===== src/pkg/aiag_pkg.sv =====
// Package for the adaptive input aligner and its input gearbox.
// Assumes one 125 MHz capture clock; the fabric clock is derived inside the block.
package aiag_pkg;

    // Capture clock period in picoseconds.
    localparam int CLK_PERIOD_PS = 8000;
    // Delay chain length; one bit period spans the whole chain at single rate.
    localparam int NTAPS = 8;
    localparam int TAP_W = 3;
    // Taps per bit period at single and double rate.
    localparam logic [3:0] UI_SDR = 4'h8;
    localparam logic [3:0] UI_DDR = 4'h4;
    // Capture cycles over which transitions are gathered before a decision.
    localparam logic [7:0] EVAL_CYCLES = 8'h40;
    // Bits per fabric word in the two gearbox ratios.
    localparam logic [2:0] GEAR_X2_BITS = 3'h2;
    localparam logic [2:0] GEAR_X4_BITS = 3'h4;
    // Values after reset.
    localparam logic [TAP_W-1:0] TAP_RST = 3'h0;
    localparam logic [3:0] WORD_RST = 4'h0;

    // User controls of the cell.
    typedef struct packed {
        logic rate_ddr;
        logic gear_x4;
        logic [2:0] win_width;
        logic freeze;
        logic [TAP_W-1:0] freeze_tap;
    } aiag_ctl_t;

    // Aligner state shown to user logic.
    typedef struct packed {
        logic [TAP_W-1:0] tap;
        logic locked;
    } aiag_stat_t;

    // Deserialised word handed to the fabric.
    typedef struct packed {
        logic [3:0] word;
        logic word_valid;
        logic ls_clk;
    } aiag_word_t;

    // Aligner activity.
    typedef enum logic [1:0] {
        AIAG_SEARCH = 2'b00,
        AIAG_TRACK = 2'b01,
        AIAG_HOLD = 2'b10
    } aiag_state_t;

endpackage


===== src/aiag_align_gearbox.sv =====
// Adaptive input aligner with input DDR/shift gearbox for one programmable_io_cell.
// Assumes serial data arrives synchronous to clk, one chain sample per clock.
//
// What this block does
// - Incoming data runs through a tapped delay chain giving several delayed copies.
// - Pick a tap where data is stable, away from transitions, to sample.
// - After lock, keep watching and step the tap as the data phase drifts.
// - Slide a window along the chain, judging stability only from seen transitions.
// - Align on any traffic with transitions; no training sequence is needed.
// - Window width is a user setting, covering the full data rate range.
// - A dynamic control either keeps tracking edges or freezes at a chosen tap.
// - Both single rate and double rate capture are supported.
// - The aligner exists only on the first and third cells of edge groups.
// - Every cell offers double rate capture and a two-bit deserialiser.
// - One cell with gear_x4 set forms a four-bit deserialiser on its own.
// - Capture on the fast clock and hand words into the slow fabric domain.
// - Shift, update and divider stages do the crossing with no user logic.
`timescale 1ns/1ps
`default_nettype none

module aiag_align_gearbox #(
    // Set to 0 on cells that carry no aligner; the tap then stays fixed.
    parameter bit HAS_ALIGNER = 1'b1
) (
    // Clock and reset.
    input wire logic clk,
    input wire logic rstn,
    // Serial input data.
    input wire logic din,
    // User controls.
    input wire aiag_pkg::aiag_ctl_t ctl,
    // Aligner status.
    output var aiag_pkg::aiag_stat_t stat,
    // Fabric side word.
    output var aiag_pkg::aiag_word_t wout
);
    import aiag_pkg::*;

    // Fold a chain position into one bit period.
    function automatic logic [TAP_W-1:0] fold(input logic [TAP_W-1:0] p, input logic ddr);
        fold = ddr ? {1'b0, p[1:0]} : p;
    endfunction

    // Test whether a window of width w starting at p sees no transition.
    function automatic logic win_clean(input logic [NTAPS-1:0] map, input logic [TAP_W-1:0] p,
                                       input logic [2:0] w, input logic ddr);
        logic ok;
        logic [TAP_W-1:0] idx;
        ok = 1'b1;
        idx = p;
        for (int k = 0; k < NTAPS; k++) begin
            idx = fold(p + k[TAP_W-1:0], ddr);
            if (k[2:0] <= w && map[idx]) begin
                ok = 1'b0;
            end
        end
        win_clean = ok;
    endfunction

    logic [NTAPS-1:0] chain_reg;
    logic [TAP_W-1:0] phase_reg;
    logic [NTAPS-1:0] edge_map_reg;
    logic [7:0] eval_cnt_reg;
    logic eval_done;
    logic [TAP_W-1:0] tap_reg;
    logic [TAP_W-1:0] tap_next;
    logic locked_reg;
    logic locked_next;
    aiag_state_t state_reg;
    aiag_state_t state_next;
    logic found;
    logic [TAP_W-1:0] best_center;
    logic [TAP_W-1:0] half_w;
    logic bit_strobe;
    logic sample_bit;
    logic [3:0] shift_reg;
    logic [2:0] bit_cnt_reg;
    logic [2:0] word_bits;
    logic [3:0] word_reg;
    logic valid_reg;
    logic ls_clk_reg;

    // The chain holds the last NTAPS samples; each tap is a delayed copy of the stream.
    always_ff @(posedge clk or negedge rstn) begin
        if (!rstn) begin
            chain_reg <= '0;
        end else begin
            chain_reg <= {chain_reg[NTAPS-2:0], din};
        end
    end

    // Free running phase of the sampling instant within the chain.
    always_ff @(posedge clk or negedge rstn) begin
        if (!rstn) begin
            phase_reg <= '0;
        end else begin
            phase_reg <= phase_reg + 3'h1;
        end
    end

    // Transitions are binned by the tap they would sit on at the sampling instant.
    // Only edges are recorded, never data values, so any traffic with edges works.
    // An edge on the decision cycle opens the next map, so the set wins over the clear.
    always_ff @(posedge clk or negedge rstn) begin
        if (!rstn) begin
            edge_map_reg <= '0;
        end else begin
            if (eval_done) begin
                edge_map_reg <= '0;
            end
            if (din != chain_reg[0]) begin
                edge_map_reg[fold(~phase_reg, ctl.rate_ddr)] <= 1'b1;
            end
        end
    end

    // Gathering interval counter; a decision is taken on its last cycle.
    always_ff @(posedge clk or negedge rstn) begin
        if (!rstn) begin
            eval_cnt_reg <= '0;
        end else begin
            eval_cnt_reg <= eval_done ? 8'h00 : eval_cnt_reg + 8'h01;
        end
    end

    assign eval_done = (eval_cnt_reg == EVAL_CYCLES - 8'h01);
    assign half_w = {1'b0, ctl.win_width[2:1]};

    // Slide the window over every start tap, only taps 0 to 3 at double rate; keep the lowest clean one.
    always_comb begin
        found = 1'b0;
        best_center = tap_reg;
        for (int p = NTAPS - 1; p >= 0; p--) begin
            if ((!ctl.rate_ddr || p < 4) &&
                win_clean(edge_map_reg, p[TAP_W-1:0], ctl.win_width, ctl.rate_ddr)) begin
                found = 1'b1;
                best_center = fold(p[TAP_W-1:0] + half_w, ctl.rate_ddr);
            end
        end
    end

    // Decide the tap at the end of each gathering interval.
    always_comb begin
        // Folding every cycle keeps the tap inside one bit period after a rate change.
        tap_next = fold(tap_reg, ctl.rate_ddr);
        locked_next = locked_reg;
        state_next = state_reg;
        if (!HAS_ALIGNER) begin
            tap_next = TAP_RST;
            locked_next = 1'b0;
            state_next = AIAG_HOLD;
        end else if (ctl.freeze) begin
            tap_next = fold(ctl.freeze_tap, ctl.rate_ddr);
            state_next = AIAG_HOLD;
        end else if (eval_done && edge_map_reg != '0) begin
            // An interval with no edges says nothing, so the decision is skipped.
            unique case (state_reg)
                AIAG_SEARCH, AIAG_HOLD: begin
                    if (found) begin
                        tap_next = best_center;
                        locked_next = 1'b1;
                        state_next = AIAG_TRACK;
                    end
                end
                AIAG_TRACK: begin
                    // Step one tap at a time so the sample never jumps across an eye.
                    if (!found) begin
                        locked_next = 1'b0;
                        state_next = AIAG_SEARCH;
                    end else if (best_center != tap_reg) begin
                        if (fold(best_center - tap_reg, ctl.rate_ddr) <
                            fold(tap_reg - best_center, ctl.rate_ddr)) begin
                            tap_next = fold(tap_reg + 3'h1, ctl.rate_ddr);
                        end else begin
                            tap_next = fold(tap_reg - 3'h1, ctl.rate_ddr);
                        end
                    end
                end
            endcase
        end
    end

    // Aligner state registers.
    always_ff @(posedge clk or negedge rstn) begin
        if (!rstn) begin
            tap_reg <= TAP_RST;
            locked_reg <= 1'b0;
            state_reg <= AIAG_SEARCH;
        end else begin
            tap_reg <= tap_next;
            locked_reg <= locked_next;
            state_reg <= state_next;
        end
    end

    // Sample the chosen tap once per bit; at double rate twice per chain length.
    assign bit_strobe = (fold(phase_reg, ctl.rate_ddr) == 3'h0);
    assign sample_bit = chain_reg[tap_reg];
    assign word_bits = ctl.gear_x4 ? GEAR_X4_BITS : GEAR_X2_BITS;

    // Shift stage on the fast clock.
    always_ff @(posedge clk or negedge rstn) begin
        if (!rstn) begin
            shift_reg <= WORD_RST;
            bit_cnt_reg <= '0;
        end else if (bit_strobe) begin
            shift_reg <= {shift_reg[2:0], sample_bit};
            bit_cnt_reg <= (bit_cnt_reg + 3'h1 >= word_bits) ? 3'h0 : bit_cnt_reg + 3'h1;
        end
    end

    // Update stage: a whole word is moved at once so the fabric never sees a partial one.
    always_ff @(posedge clk or negedge rstn) begin
        if (!rstn) begin
            word_reg <= WORD_RST;
            valid_reg <= 1'b0;
        end else begin
            valid_reg <= 1'b0;
            if (bit_strobe && (bit_cnt_reg + 3'h1 >= word_bits)) begin
                word_reg <= ctl.gear_x4 ? {shift_reg[2:0], sample_bit}
                                        : {2'b00, shift_reg[0], sample_bit};
                valid_reg <= 1'b1;
            end
        end
    end

    // Divided fabric clock: high for the first half of each word period.
    // The word changes at its rising edge, giving the fabric a full period to take it.
    always_ff @(posedge clk or negedge rstn) begin
        if (!rstn) begin
            ls_clk_reg <= 1'b0;
        end else if (bit_strobe) begin
            ls_clk_reg <= (bit_cnt_reg + 3'h1 >= word_bits) ||
                          (ctl.gear_x4 && bit_cnt_reg == 3'h0);
        end
    end

    // Lanes are aligned one by one; bus deskew is left to fabric logic.
    assign stat.tap = tap_reg;
    assign stat.locked = locked_reg;
    assign wout.word = word_reg;
    assign wout.word_valid = valid_reg;
    assign wout.ls_clk = ls_clk_reg;

    // Checks on the aligner and gearbox.
    AST_TAP_IN_PERIOD: assert property (@(posedge clk) disable iff (!rstn)
        ctl.rate_ddr |-> tap_reg < 3'h4 || $changed(ctl.rate_ddr) || $past(!ctl.rate_ddr))
        else $error("Tap outside the double rate bit period.");

    AST_FREEZE_HOLDS: assert property (@(posedge clk) disable iff (!rstn)
        HAS_ALIGNER && ctl.freeze |=> tap_reg == fold($past(ctl.freeze_tap), $past(ctl.rate_ddr)))
        else $error("Frozen aligner did not sit at the chosen tap.");

    AST_TRACK_ONE_STEP: assert property (@(posedge clk) disable iff (!rstn)
        state_reg == AIAG_TRACK && !ctl.freeze && !ctl.rate_ddr && $stable(ctl.rate_ddr)
        |=> (tap_reg - $past(tap_reg)) inside {3'h0, 3'h1, 3'h7})
        else $error("Tracking moved the tap by more than one.");

    AST_NO_ALIGNER_FIXED: assert property (@(posedge clk) disable iff (!rstn)
        !HAS_ALIGNER |=> tap_reg == TAP_RST && !locked_reg)
        else $error("Cell without aligner moved its tap.");

    AST_LOCK_ON_CLEAN: assert property (@(posedge clk) disable iff (!rstn)
        $rose(locked_reg) |-> $past(eval_done) && $past(found) && $past(edge_map_reg != '0))
        else $error("Lock taken without a clean window.");

    AST_SHIFT_TAKES_TAP: assert property (@(posedge clk) disable iff (!rstn)
        bit_strobe |=> shift_reg[0] == $past(chain_reg[tap_reg]))
        else $error("Shift stage did not take the selected tap.");

    AST_DDR_STROBE: assert property (@(posedge clk) disable iff (!rstn)
        bit_strobe && ctl.rate_ddr ##1 ctl.rate_ddr [*4] |-> bit_strobe)
        else $error("Double rate strobe not every four cycles.");

    AST_VALID_PULSE: assert property (@(posedge clk) disable iff (!rstn)
        valid_reg |=> !valid_reg [*3])
        else $error("Word valid repeated too soon.");

    AST_X4_WORD: assert property (@(posedge clk) disable iff (!rstn)
        bit_strobe && ctl.gear_x4 && bit_cnt_reg == 3'h3 && $stable(ctl.gear_x4)
        |=> valid_reg && word_reg == {$past(shift_reg[2:0]), $past(sample_bit)})
        else $error("Four-bit word not assembled from the shift stage.");

    AST_EDGE_KEPT: assert property (@(posedge clk) disable iff (!rstn)
        din != chain_reg[0] |=> edge_map_reg[$past(fold(~phase_reg, ctl.rate_ddr))])
        else $error("Observed transition missing from the edge map.");

    AST_TAP_STANDS: assert property (@(posedge clk) disable iff (!rstn)
        HAS_ALIGNER && !ctl.freeze && !eval_done && $stable(ctl.rate_ddr) |=> $stable(tap_reg))
        else $error("Tap moved outside a decision.");

    AST_LOCK_DROPS: assert property (@(posedge clk) disable iff (!rstn)
        state_reg == AIAG_TRACK && !ctl.freeze && eval_done && edge_map_reg != '0 && !found
        |=> !locked_reg && state_reg == AIAG_SEARCH)
        else $error("Lock kept although no clean window remained.");

    COV_LOCK: cover property (@(posedge clk) disable iff (!rstn) $rose(locked_reg));
    COV_STEP: cover property (@(posedge clk) disable iff (!rstn)
        state_reg == AIAG_TRACK && $changed(tap_reg));
    COV_FREEZE: cover property (@(posedge clk) disable iff (!rstn) ctl.freeze && valid_reg);
    COV_X4_DDR: cover property (@(posedge clk) disable iff (!rstn)
        ctl.gear_x4 && ctl.rate_ddr && valid_reg);

endmodule

`default_nettype wire


===== config.mk =====
export PLATFORM = sky130hd
export DESIGN_NAME = aiag_align_gearbox
export DESIGN_NICKNAME = d
export VERILOG_FILES = /design/src/pkg/aiag_pkg.sv /design/src/aiag_align_gearbox.sv
export SDC_FILE = /design/constraint.sdc
export NUM_CORES = 1
export LEC_CHECK = 0
export BUFFER_PORTS_ARGS = -buffer_cell sky130_fd_sc_hd__buf_2
export CAP_MARGIN = 20
export CORE_MARGIN = 2
export CORE_UTILIZATION = 45
export CTS_BUF_LIST = sky130_fd_sc_hd__clkbuf_16
export DETAILED_ROUTE_END_ITERATION = 6
export SLEW_MARGIN = 30
export SYNTH_ARGS = -nofsm -noshare
export SYNTH_HDL_FRONTEND = slang
export SYNTH_SLANG_ARGS = --single-unit

===== constraint.sdc =====
create_clock -name clk -period 5.35 [get_ports clk]
set_clock_uncertainty 0.15 [all_clocks]
set_input_delay 0.8025 -clock clk [delete_from_list [all_inputs] [get_ports clk]]
set_output_delay 0.8025 -clock clk [all_outputs]
set_load 0.02 [all_outputs]

## Word level (Yosys, flattened, before mapping)

Index checks and enable logic that the tools add are counted.

| storage, ports and cells | value |
|---|---|
| register bits after elaboration | 45 |
| bits in latches | 0 |
| RAM bits | 0 |
| bits in read-only memories | 0 |
| bits of input ports | 12 |
| output and inout port bits | 10 |
| logic and storage cells | 270 |
| memories | 0 |

| operators by class | value |
|---|---|
| add/sub/neg operators | 14 |
| multiply operators | 0 |
| divide/modulo/power cells | 0 |
| magnitude comparators | 17 |
| equality and inequality tests | 9 |
| shift-type cells | 0 |
| muxes and demuxes | 133 |
| bitwise logic cells | 3 |
| reductions and logical operators | 82 |

Operator list:

| cell | count |
|---|---|
| 2-to-1 mux 3 bit | 35 |
| 2-to-1 mux 1 bit | 81 |
| logical AND 1 bit | 72 |
| < comparator 3 x 4 -> 1 bit (second input constant) | 6 |
| 2-to-1 mux 8 bit | 3 |
| binary-select mux 1 bit (select 3 bit) | 5 |
| adder 3 x 2 -> 3 bit (first input constant) | 4 |
| <= comparator 3 bit (first input constant) | 4 |
| adder 3 x 1 -> 3 bit (second input constant) | 3 |
| adder 8 x 1 -> 8 bit (second input constant) | 1 |
| equality test 8 x 6 -> 1 bit (second input constant) | 1 |
| 2-to-1 mux 2 bit | 4 |
| bitwise OR 8 bit | 1 |
| nonzero test 8 bit | 1 |
| adder 2 x 2 -> 3 bit (first input constant) | 2 |
| <= comparator 1 x 3 -> 1 bit (first input constant) | 2 |
| <= comparator 2 x 3 -> 1 bit (first input constant) | 2 |
| zero test 3 bit | 2 |
| != test 3 bit (second input constant) | 2 |
| case mux 3 bit (2 select lines) | 1 |
| subtractor 3 bit | 2 |
| 2-to-1 mux 4 bit | 1 |
| != test 2 bit (second input constant) | 2 |
| case mux 2 bit (2 select lines) | 1 |
| 20 further kinds | 20 |

## Logic depth before layout (Yosys ltp)

Gate-level depths: netlist of the first run.

| logic depth | value |
|---|---|
| depth in word-level cells | 30 |
| depth in mapped cells | 28 |

## Least setup slack after synthesis of the first run

Ideal clock, no wire load.

| timing | value |
|---|---|
| kind | input-to-reg |
| start point | in ctl[5] (netlist bit) |
| end point | reg tap_reg[2] |
| setup time | 0.095 ns |
| arrival time | 5.165 ns |
| slack | -0.061 ns |
| stages | 24 |
| buffers on the path | 1 |
| cells stage by stage | buf_2 inv_1 ha_1 inv_1 a221o_1 a221o_1 nor3_2 nor4bb_1 or4b_1 o211ai_2 inv_1 fa_1 xnor2_1 nand2b_1 ha_1 o21a_1 nor2_1 mux2i_1 nor2_1 a31oi_1 nor2_1 nor2_1 or4_1 o31ai_1 |

| on the way | value |
|---|---|
| cells in the longest elaborated chain, start to end | 28 |
| elaborated cells on any way between the ends | 183 |
| classes of those cells | add/sub: 9; order compare: 9; eq/ne: 1; mux: 96; reduce/logical: 68 |

RTL lines:

| item | RTL line | RTL |
|---|---|---|
| from (decl) | aiag_align_gearbox.sv:31 | `input wire aiag_pkg::aiag_ctl_t ctl,` |
| <= comparator 1 x 3 -> 1 bit | aiag_align_gearbox.sv:53 | `if (k[2:0] <= w && map[idx]) begin` |
| logical AND 1 bit | aiag_align_gearbox.sv:53 |  |
| 2-to-1 mux 1 bit (8 in a row) | aiag_align_gearbox.sv:53 |  |
| logical AND 1 bit | aiag_align_gearbox.sv:134 | `if ((!ctl.rate_ddr \|\| p < 4) &&` |
| 2-to-1 mux 3 bit (8 in a row) | aiag_align_gearbox.sv:134 |  |
| subtractor 3 bit (on tied branches) | aiag_align_gearbox.sv:171, aiag_align_gearbox.sv:172 |  |
| 2-to-1 mux 3 bit | aiag_align_gearbox.sv:41 | `fold = ddr ? {1'b0, p[1:0]} : p;` |
| < comparator 3 bit | aiag_align_gearbox.sv:171 | `if (fold(best_center - tap_reg, ctl.rate_ddr) <` |
| 2-to-1 mux 3 bit | aiag_align_gearbox.sv:171 |  |
| 2-to-1 mux 3 bit | aiag_align_gearbox.sv:170 | `end else if (best_center != tap_reg) begin` |
| 2-to-1 mux 3 bit | aiag_align_gearbox.sv:167 | `if (!found) begin` |
| case mux 3 bit (2 select lines) (*) | aiag_align_gearbox.sv:157 | `unique case (state_reg)` |
| 2-to-1 mux 3 bit (*) | aiag_align_gearbox.sv:155 | `end else if (eval_done && edge_map_reg != '0) begin` |
| 2-to-1 mux 3 bit (*) | aiag_align_gearbox.sv:152 | `end else if (ctl.freeze) begin` |
| net tap_next[2] | aiag_align_gearbox.sv:66 | `logic [TAP_W-1:0] tap_next;` |
| to (signal assigned) | aiag_align_gearbox.sv:190 | `tap_reg <= tap_next;` |
| to (decl) | aiag_align_gearbox.sv:65 | `logic [TAP_W-1:0] tap_reg;` |

The timed path passes the listed nets; every way through them passes the cells marked *.
A chain may end at the register's enable or synchronous reset.

## Worst setup path after layout of the first run

| timing | value |
|---|---|
| start point | in ctl[6] (netlist bit) |
| end point | reg tap_reg[2] |

Same word-level chain as after synthesis.

==> impl_metrics.ini, run 1 <==
[synthesis]
synth_top_family_by_area = compound AO/OA/AOI/OAI gates
synth_area_leaders = dfrtp_1 34%, ha_1 7.3%, mux2_2 4.5%, nand2_1 2.9%, nor2_1 2.6%
synth_area_sq_mm = 0.00327
postSynthAreaPerCell_sq_um = 9.75
synthArstFlopShare_pct = 100
synth-compound-area-share_pct = 22.4
synth_top_cell_area_share_pct = 34.5
yosysTopAreaCell = dfrtp_1
synth.mux.area_fraction_pct = 7.85
ys_ff_latch = 45
synth-simple-area-share_pct = 17.0
ys_seq_area_share_pct = 34.5
ys.flop_type = dfrtp_1
synthAdderAreaFrac_pct = 8.51
yosysUniqueCellTypes = 74
yosysWarnings = 0
synth.net_count = 368
synth_xor_area_share_pct = 3.45
synth_edf_count = 0
postSynthCellCount = 335

[critical_path]
crit_arrival_ns = 5.12
max_stage_delay_ns = 0.40
worst-path-max-fanout = 6
crit_top_cell = nor2_1
end_kind = flop
worst_r2r_path_depth = 22
cp-start-kind = primary input
crit_slowest_cell = or4_1
worst-setup-path-type = in -> reg
crit_required_ns = 5.39

[cts]
clockBufferDepth = 2
h-tree-depth = 2
cts_buffers = 5
clock-sinks = 45
clock_latency_ns = 0.28
cts_root_buffer = clkbuf_16
cts_tree = built
cts.clk_slew.worst_paths_ns = 0.06

[floorplanning]
core_area_sq_mm = 0.00714
die_w_um = 89.2
fp.dieH_um = 89.2
dieArea_sq_mm = 0.00795
pin_count = 22
start_util_pct = 45.8
rows = 31

[place]
pre_cts_ws_ns = 0.00503
port_buffers = 21
hpwl_mm = 5.23
dp_cells = 456
routabilityCongestion = 0.895

[sta]
drv_slew = 0
slew_headroom_pct = 56.1
worst_slew_pin_slew_ns = 0.654
fmax_mhz = 197
rsz0062_at_grt = no
fin_crit_ns = 5.09
setup_slack_ns = 0.263
period_share_pct = 95.1
finalSetupTns_ns = 0
setup_viol = 0
final-hold-violation-count = 0

[route]
drtAntennaViolNets = 0
num_vias = 2673
wl_mm = 7.18
wire_per_inst_um = 15.4
drc = 0
firstDrtPassIters = 6
drt_iter0_markers = 220
routed_via_density = 5.74

[worst_hold_path]
holdPathStages = 0
worst_hold_path_type = reg -> reg

[run]
drv_cap = 0

[power_and_ir_drop]
p_per_area_mw_per_mm2 = 258
max-vdd-ir-drop_mv = 0.344
leakagePower_nw = 1.68
finalPower_mw = 0.975

[global_routing]
grt.overflow.total = 0
grt_max_degree = 29
antenna_found_initial = 0
grt_pass1_wl_mm = 12.1
track_usage_pct = 19.1
first_global_vias = 2479

[final_layout]
drive_gt1_share_pct = 27.8
areaGrowthSynthToFinish_pct = 15.5
fin_nets = 400
diodes = 0
instances_no_fill = 466

[run_status]
status = completed
-- logic make-up after synthesis --
group | Yosys count
adders and majority gates | 21
buffers and inverters | 44
AOI/OAI and AO/OA | 90
muxes | 21
DFF | 45
and+or+nand+nor | 102
xor gates and xnor gates | 12
-- what timing repair did --
| item | in CTS | in global routing |
|---|---|---|
| setup endpoints to repair | 0 | 2 |
| hold buffers | 0 | 0 |
| setup buffers | 0 | 3 |
| gates resized for setup | 0 | 16 |
-- through the flow --
step / hold slack (ns) / cell area (sq um) / utilization [%]
floorplan: 0.199 / 3270 / -
CTS: 0.215 / 3710 / 52.0
global route: 0.231 / 3770 / 52.9
finish: 0.214 / 3770 / 52.9
global placement: 0.204 / 3560 / 49.8
detailed placement: 0.206 / 3580 / 50.1
-- cell type report --
class | count | area (sq um)
clock buffer | 5 | 125
clock inverter | 2 | 7.51
fill | 672 | 3360
inverter | 19 | 71.3
multi-input combinational | 246 | 1980
sequential | 45 | 1130
tap | 99 | 124
timing repair buffer | 50 | 335
-- layer usage --
layer  up-vias  wire length (um)  global-route usage, %
li1       1299                 -                      -
met1      1287              3490                   27.6
met2        75              3290                   30.2
met3        12               300                   2.31
met4         0                89                   5.43
met5         -                 0                      0
-- power breakdown --
group          internal (mW)  switching [mW]  total [mW]
logic                  0.130           0.158       0.288
registers              0.379          0.0267       0.405
clock network          0.167           0.115       0.282
-- Yosys cell counts (3+ instances only) --
cell      instances
nor2_1           23
ha_1             19
buf_4             3
clkbuf_1         13
a221o_1           3
dfrtp_1          45
a21o_1            4
xnor2_1           5
buf_6             3
a222oi_1          5
nor2b_1           7
inv_1            19
o21ai_0          13
a211oi_1          5
mux2_2           13
mux2i_1           5
nand2_1          25
o31ai_1           4
nand3_1           8
and2_1            3
a22oi_1           6
nand4_1           3
xor2_1            6
a221oi_1          3
nand2b_1          4
nand3b_1          3
a22o_1            4
a21oi_1          10
and3_1            6
buf_2             6
-- cells in the final DEF (no fill, tap or decap), drive strengths merged, types with 6 or more instances in the layout --
master,netlist,final
inv,19,20
a21o,6,6
a21oi,12,12
a22oi,8,8
nand2,25,25
xor2,7,7
nor2b,7,7
nor2,23,23
o21ai,14,14
dfrtp,45,45
mux2,14,14
buf,12,50
nand3,8,8
ha,19,19
and3,7,7
-- worst paths after layout --
| path | from | endpoint | slack [ns] |
|---|---|---|---|
| min reg2reg | chain_reg[2]$_DFF_PN0_ | chain_reg[3]$_DFF_PN0_ | 0.21 |
| min | chain_reg[2]$_DFF_PN0_ | chain_reg[3]$_DFF_PN0_ | 0.21 |
| max reg2reg | edge_map_reg[3]$_DFF_PN0_ | tap_reg[2]$_DFF_PN0_ | 0.62 |
| max in group asynchronous | rstn | eval_cnt_reg[7]$_DFF_PN0_ | 4.24 |
| min in group asynchronous | rstn | bit_cnt_reg[1]$_DFFE_PN0N_ | 0.31 |
| max | ctl[6] | tap_reg[2]$_DFF_PN0_ | 0.26 |
-- worst max-delay path: cells and delay by family --
kind,cells,cell delay [ns]
mux,1,0.10
xor+xnor,1,0.17
buf+inv,4,0.43
compound gates,8,1.40
simple gates,7,1.21
fa+ha+maj,4,1.02
Power figures use the tool's default switching activity.
==> run 2, diff against run 1 <==
CORE_ASPECT_RATIO = 1.2   (was default)
==> impl_metrics.ini, run 2 (synthesis gave the netlist of run 1 again) <==
[global_routing]
grt_max_degree = 46
antenna_found_initial = 0
track_usage_pct = 19.2
grt.overflow.total = 0
first_global_vias = 2535
grt_pass1_wl_mm = 12.2

[floorplanning]
pin_count = 22
die_w_um = 81.8
fp.dieH_um = 97.3
rows = 34
core_area_sq_mm = 0.00715
start_util_pct = 45.7
dieArea_sq_mm = 0.00796

[cts]
h-tree-depth = 2
clock-sinks = 45
cts_buffers = 5
cts_root_buffer = clkbuf_16
cts.clk_slew.worst_paths_ns = 0.06
cts_tree = built
clock_latency_ns = 0.28
hold_buffers = 0
clockBufferDepth = 2

[power_and_ir_drop]
switching_share_pct = 30.6
leakagePower_nw = 1.74
p_switching_mw = 0.302
seqPwrFrac_pct = 41.1
p_clk_share_pct = 28.2
max-vdd-ir-drop_mv = 0.303
p_comb_share_pct = 30.6
finalPower_mw = 0.988
intPower_mw = 0.685
p_per_area_mw_per_mm2 = 255

[route]
routed_via_density = 5.89
drt_iter0_markers = 227
drc = 0
firstDrtPassIters = 5
num_vias = 2729
drtAntennaViolNets = 0
wl_mm = 7.55
wire_per_inst_um = 16.3

[critical_path]
worst-setup-path-type = in -> reg
cp-start-kind = primary input
worst-path-max-fanout = 11
end_kind = flop
crit_required_ns = 5.39
crit_arrival_ns = 5.26

[final_layout]
areaGrowthSynthToFinish_pct = 18.4
diodes = 0
mostFrequentLayoutCells = 45 x dfrtp_1, 33 x buf_4, 25 x nand2_1
area.sequential_sq_mm = 0.00113
fin_area_sq_mm = 0.00387
fin_nets = 406
layout_commonest_cell = dfrtp_1
drive_gt1_share_pct = 29.2
multi_input_area_sq_mm = 0.00200
finish.utilization_pct = 54.1
fillers = 662

[sta]
setup_slack_ns = 0.126
drv_slew = 0
fin_crit_ns = 5.22
setup_viol = 0
worst_slew_pin_slew_ns = 0.643
fmax_mhz = 191
slew_headroom_pct = 56.8
final-hold-violation-count = 0
period_share_pct = 97.6

[place]
routabilityCongestion = 0.878
pre_cts_ws_ns = -0.0422
hpwl_mm = 5.35
port_buffers = 21
place_area_sq_mm = 0.00353

[run_status]
status = completed

[run]
drv_cap = 0

[worst_hold_path]
worst_hold_path_type = reg -> reg
run 2: changes by cell type in the layout (fill, tap and decap cells not counted), moves of 2 or more:
cell / previous run / this run
ha_4: 0 / 2
buf_4: 28 / 33
buf_6: 0 / 2
buf_8: 0 / 2
buf_2: 21 / 18
run 2: repair_timing:
action / 4_1_cts / 5_1_grt
setup buffers: 0 / 11
gates resized for setup: 0 / 32
setup endpoints to repair: 0 / 2
run 2: critical path: stages:
cell      delay [ns]
buf_2           0.22
mux2_4          0.38
a222oi_1        0.39
a21boi_0        0.28
nand4_1         0.17
and3_1          0.23
a221oi_2        0.20
o211ai_1        0.20
ha_2            0.24
fa_2            0.51
inv_1           0.04
ha_1            0.27
o21a_1          0.18
nor2_2          0.14
mux2i_1         0.11
nor2_1          0.11
a31oi_1         0.05
nor2_1          0.12
nor2_1          0.05
or4_1           0.49
o31ai_2         0.08
run 2: area by class of cell:
cell class                 count  share of cell area [%]
clock buffer                   5                    3.24
timing repair buffer          56                    10.7
inverter                      19                    2.04
multi-input combinational    246                    51.7
tap                           90                    2.91
sequential                    45                    29.1
clock inverter                 2                   0.194
run 2: worst paths after layout:
| check | slack (ns) | endpoint | cells past startpoint | start |
|---|---|---|---|---|
| min in group asynchronous | 0.36 | word_reg[0]$_DFFE_PN0P_ | 1 | rstn |
| hold reg to reg | 0.22 | chain_reg[4]$_DFF_PN0_ | 0 | chain_reg[3]$_DFF_PN0_ |
| hold / removal | 0.22 | chain_reg[4]$_DFF_PN0_ | 0 | chain_reg[3]$_DFF_PN0_ |
| max in group asynchronous | 4.31 | edge_map_reg[4]$_DFF_PN0_ | 1 | rstn |
| setup reg to reg | 0.34 | tap_reg[2]$_DFF_PN0_ | 20 | edge_map_reg[3]$_DFF_PN0_ |
| setup / recovery | 0.13 | tap_reg[2]$_DFF_PN0_ | 21 | ctl[8] |
run 2: per-layer routing:
layer	wire length, um	up-vias	track usage [%]
li1	-	1310	-
met1	3410	1332	25.6
met2	3710	70	31.3
met3	251	17	2.51
met4	177	0	7.56
met5	0	-	0
run 2: metrics by stage:
step / TNS [ns] / std cells / hold WS, ns
6_report: 0 / 463 / 0.220
5_1_grt: -0.0633 / 463 / 0.230
4_1_cts: 0 / 451 / 0.221
3_5_place_dp: -0.0736 / 444 / 0.208
3_3_place_gp: -0.00703 / 444 / 0.205
2_1_floorplan: 0 / 335 / 0.199
run 2: power by group through the flow:
stage	logic, mW	registers [mW]	clock network (mW)
after floorplan	0.191	0.423	0
final	0.303	0.406	0.279
after CTS	0.281	0.407	0.290
after global placement	0.276	0.411	0
after detailed placement	0.278	0.412	0
after global routing	0.336	0.412	0.304
==> run 3, diff against run 2 <==
CELL_PAD_IN_SITES_DETAIL_PLACEMENT = 1   (was default)
CELL_PAD_IN_SITES_GLOBAL_PLACEMENT = 1   (was default)
PLACE_DENSITY_LB_ADDON = 0.1   (was default)
==> impl_metrics.ini, run 3 (synthesis gave the netlist of run 1 again) <==
[global_routing]
use_met2_pct = 40.3
grt.overflow.total = 0
antenna_found_initial = 0
grt_pass1_wl_mm = 14.2
grt_max_degree = 46
track_usage_pct = 22.8
met3_usage_pct = 3.44
gr-usage-met1_pct = 28.1
grt_busiest_layer = met2
first_global_vias = 2916

[cts]
cts_root_buffer = clkbuf_16
clock-sinks = 45
h-tree-depth = 2
cts.clk_slew.worst_paths_ns = 0.06
cts_buffers = 5
cts_tree = built
clock_latency_ns = 0.28
clockBufferDepth = 2

[final_layout]
fillers = 801
fin_nets = 406
diodes = 0
mostFrequentLayoutCells = 45 x dfrtp_1, 35 x buf_4, 25 x nand2_1
areaGrowthSynthToFinish_pct = 18.1
fin_area_sq_mm = 0.00386
drive_gt1_share_pct = 30.5
layout_commonest_cell = dfrtp_1
instances_no_fill = 464

[floorplanning]
fp.dieH_um = 97.3
rows = 34
pin_count = 22
start_util_pct = 45.7
die_w_um = 81.8
dieArea_sq_mm = 0.00796
core_area_sq_mm = 0.00715

[run_status]
status = completed

[sta]
fmax_mhz = 192
whs_ns = 0.228
setup_slack_ns = 0.150
worst_slew_pin_slew_ns = 0.606
slew_headroom_pct = 59.3
period_share_pct = 97.2
drv_slew = 0
final-hold-violation-count = 0
setup_viol = 0
fin_crit_ns = 5.20

[power_and_ir_drop]
max-vdd-ir-drop_mv = 0.297
leakagePower_nw = 1.73
finalPower_mw = 1.06
p_per_area_mw_per_mm2 = 274

[place]
hpwl_mm = 6.56
routabilityCongestion = 0.848
dp_cells = 453
pre_cts_ws_ns = -0.140
place_area_sq_mm = 0.00360
port_buffers = 21

[critical_path]
crit_top_cell = buf_4
cp-start-kind = primary input
max_stage_delay_ns = 0.49
crit_slowest_cell = or4b_1
worst-path-max-fanout = 4
crit_arrival_ns = 5.21
cp_cell_sequence = buf_2, inv_2, ha_2, inv_2, a221o_1, a221o_1, nor3_4, nor4bb_1, or4b_1, o211ai_2, buf_4, buf_4, fa_1, inv_1, ha_1, o21a_1, nor2_2, buf_4, buf_4, xnor2_1, a21o_1, a2111o_1, o311a_1
end_kind = flop
crit_family = compound AO/OA/AOI/OAI gates
cp_num_buf_inv = 8
worst-setup-path-type = in -> reg
crit_required_ns = 5.36

[route]
drtAntennaViolNets = 0
wl_mm = 8.50
drc = 0
wire_per_inst_um = 18.3
drt_iter0_markers = 192
num_vias = 2717
firstDrtPassIters = 5
routed_via_density = 5.86

[run]
drv_cap = 0

[worst_hold_path]
worst_hold_path_type = reg -> reg
## run 3: path summary, 6_finish.rpt
path | start | to | slack [ns] | depth (start not counted)
worst max-delay path | ctl[6] | tap_reg[1]$_DFFE_PN0P_ | 0.15 | 23
worst min register to register | chain_reg[3]$_DFF_PN0_ | chain_reg[4]$_DFF_PN0_ | 0.23 | 0
worst max register to register | edge_map_reg[0]$_DFF_PN0_ | tap_reg[1]$_DFFE_PN0P_ | 0.50 | 20
worst min-delay path | chain_reg[3]$_DFF_PN0_ | chain_reg[4]$_DFF_PN0_ | 0.23 | 0
min in group asynchronous | rstn | chain_reg[6]$_DFF_PN0_ | 0.36 | 1
max in group asynchronous | rstn | edge_map_reg[7]$_DFF_PN0_ | 4.30 | 1
## run 3: worst reg2reg max path: stages, from the launching register on
cell,delay (ns)
dfrtp_1,0.61
nand4_1,0.17
a211oi_1,0.28
a21oi_1,0.06
and3_1,0.26
a211oi_1,0.26
or4b_1,0.47
o211ai_2,0.20
buf_4,0.14
buf_4,0.11
fa_1,0.40
inv_1,0.07
ha_1,0.22
o21a_1,0.20
nor2_2,0.18
buf_4,0.15
buf_4,0.10
xnor2_1,0.07
a21o_1,0.18
a2111o_1,0.33
o311a_1,0.13
## run 3: through the flow
| step | utilization (%) | TNS [ns] |
|---|---|---|
| floorplan | - | 0 |
| global placement | 50.3 | -0.00913 |
| global route | 54.0 | -0.0711 |
| finish | 54.0 | 0 |
| detailed placement | 50.4 | -0.245 |
| CTS | 52.6 | 0 |
## run 3: layout make-up
cell class / instances / area [sq um] / share of cell area (%)
well taps: 90 / 113 / 2.92
clock buffers: 5 / 125 / 3.24
multi-input cells: 246 / 2010 / 52.0
flip-flops and latches: 45 / 1130 / 29.2
clock inverters: 3 / 37.5 / 0.973
repair buffers: 56 / 374 / 9.70
inverters: 19 / 73.8 / 1.91
## run 3: metal layers
| metal | wire, um | vias to the layer above | share of wire [%] |
|---|---|---|---|
| li1 | - | 1308 | - |
| met1 | 3630 | 1340 | 43 |
| met2 | 4450 | 55 | 52 |
| met3 | 257 | 14 | 3.0 |
| met4 | 161 | 0 | 1.9 |
| met5 | 0 | - | 0 |
## run 3: timing repair
action | 4_1_cts | 5_1_grt
gates resized for setup | 0 | 26
endpoints found under the setup margin | 0 | 2
hold buffers | 0 | 0
buffers inserted | 0 | 3
## run 3: power by group
part	internal, mW	total, mW	switching [mW]	leakage [nW]
clock network	0.217	0.334	0.118	0.0826
registers	0.379	0.407	0.0285	0.517
logic	0.140	0.314	0.174	1.14
total	0.736	1.06	0.320	1.73
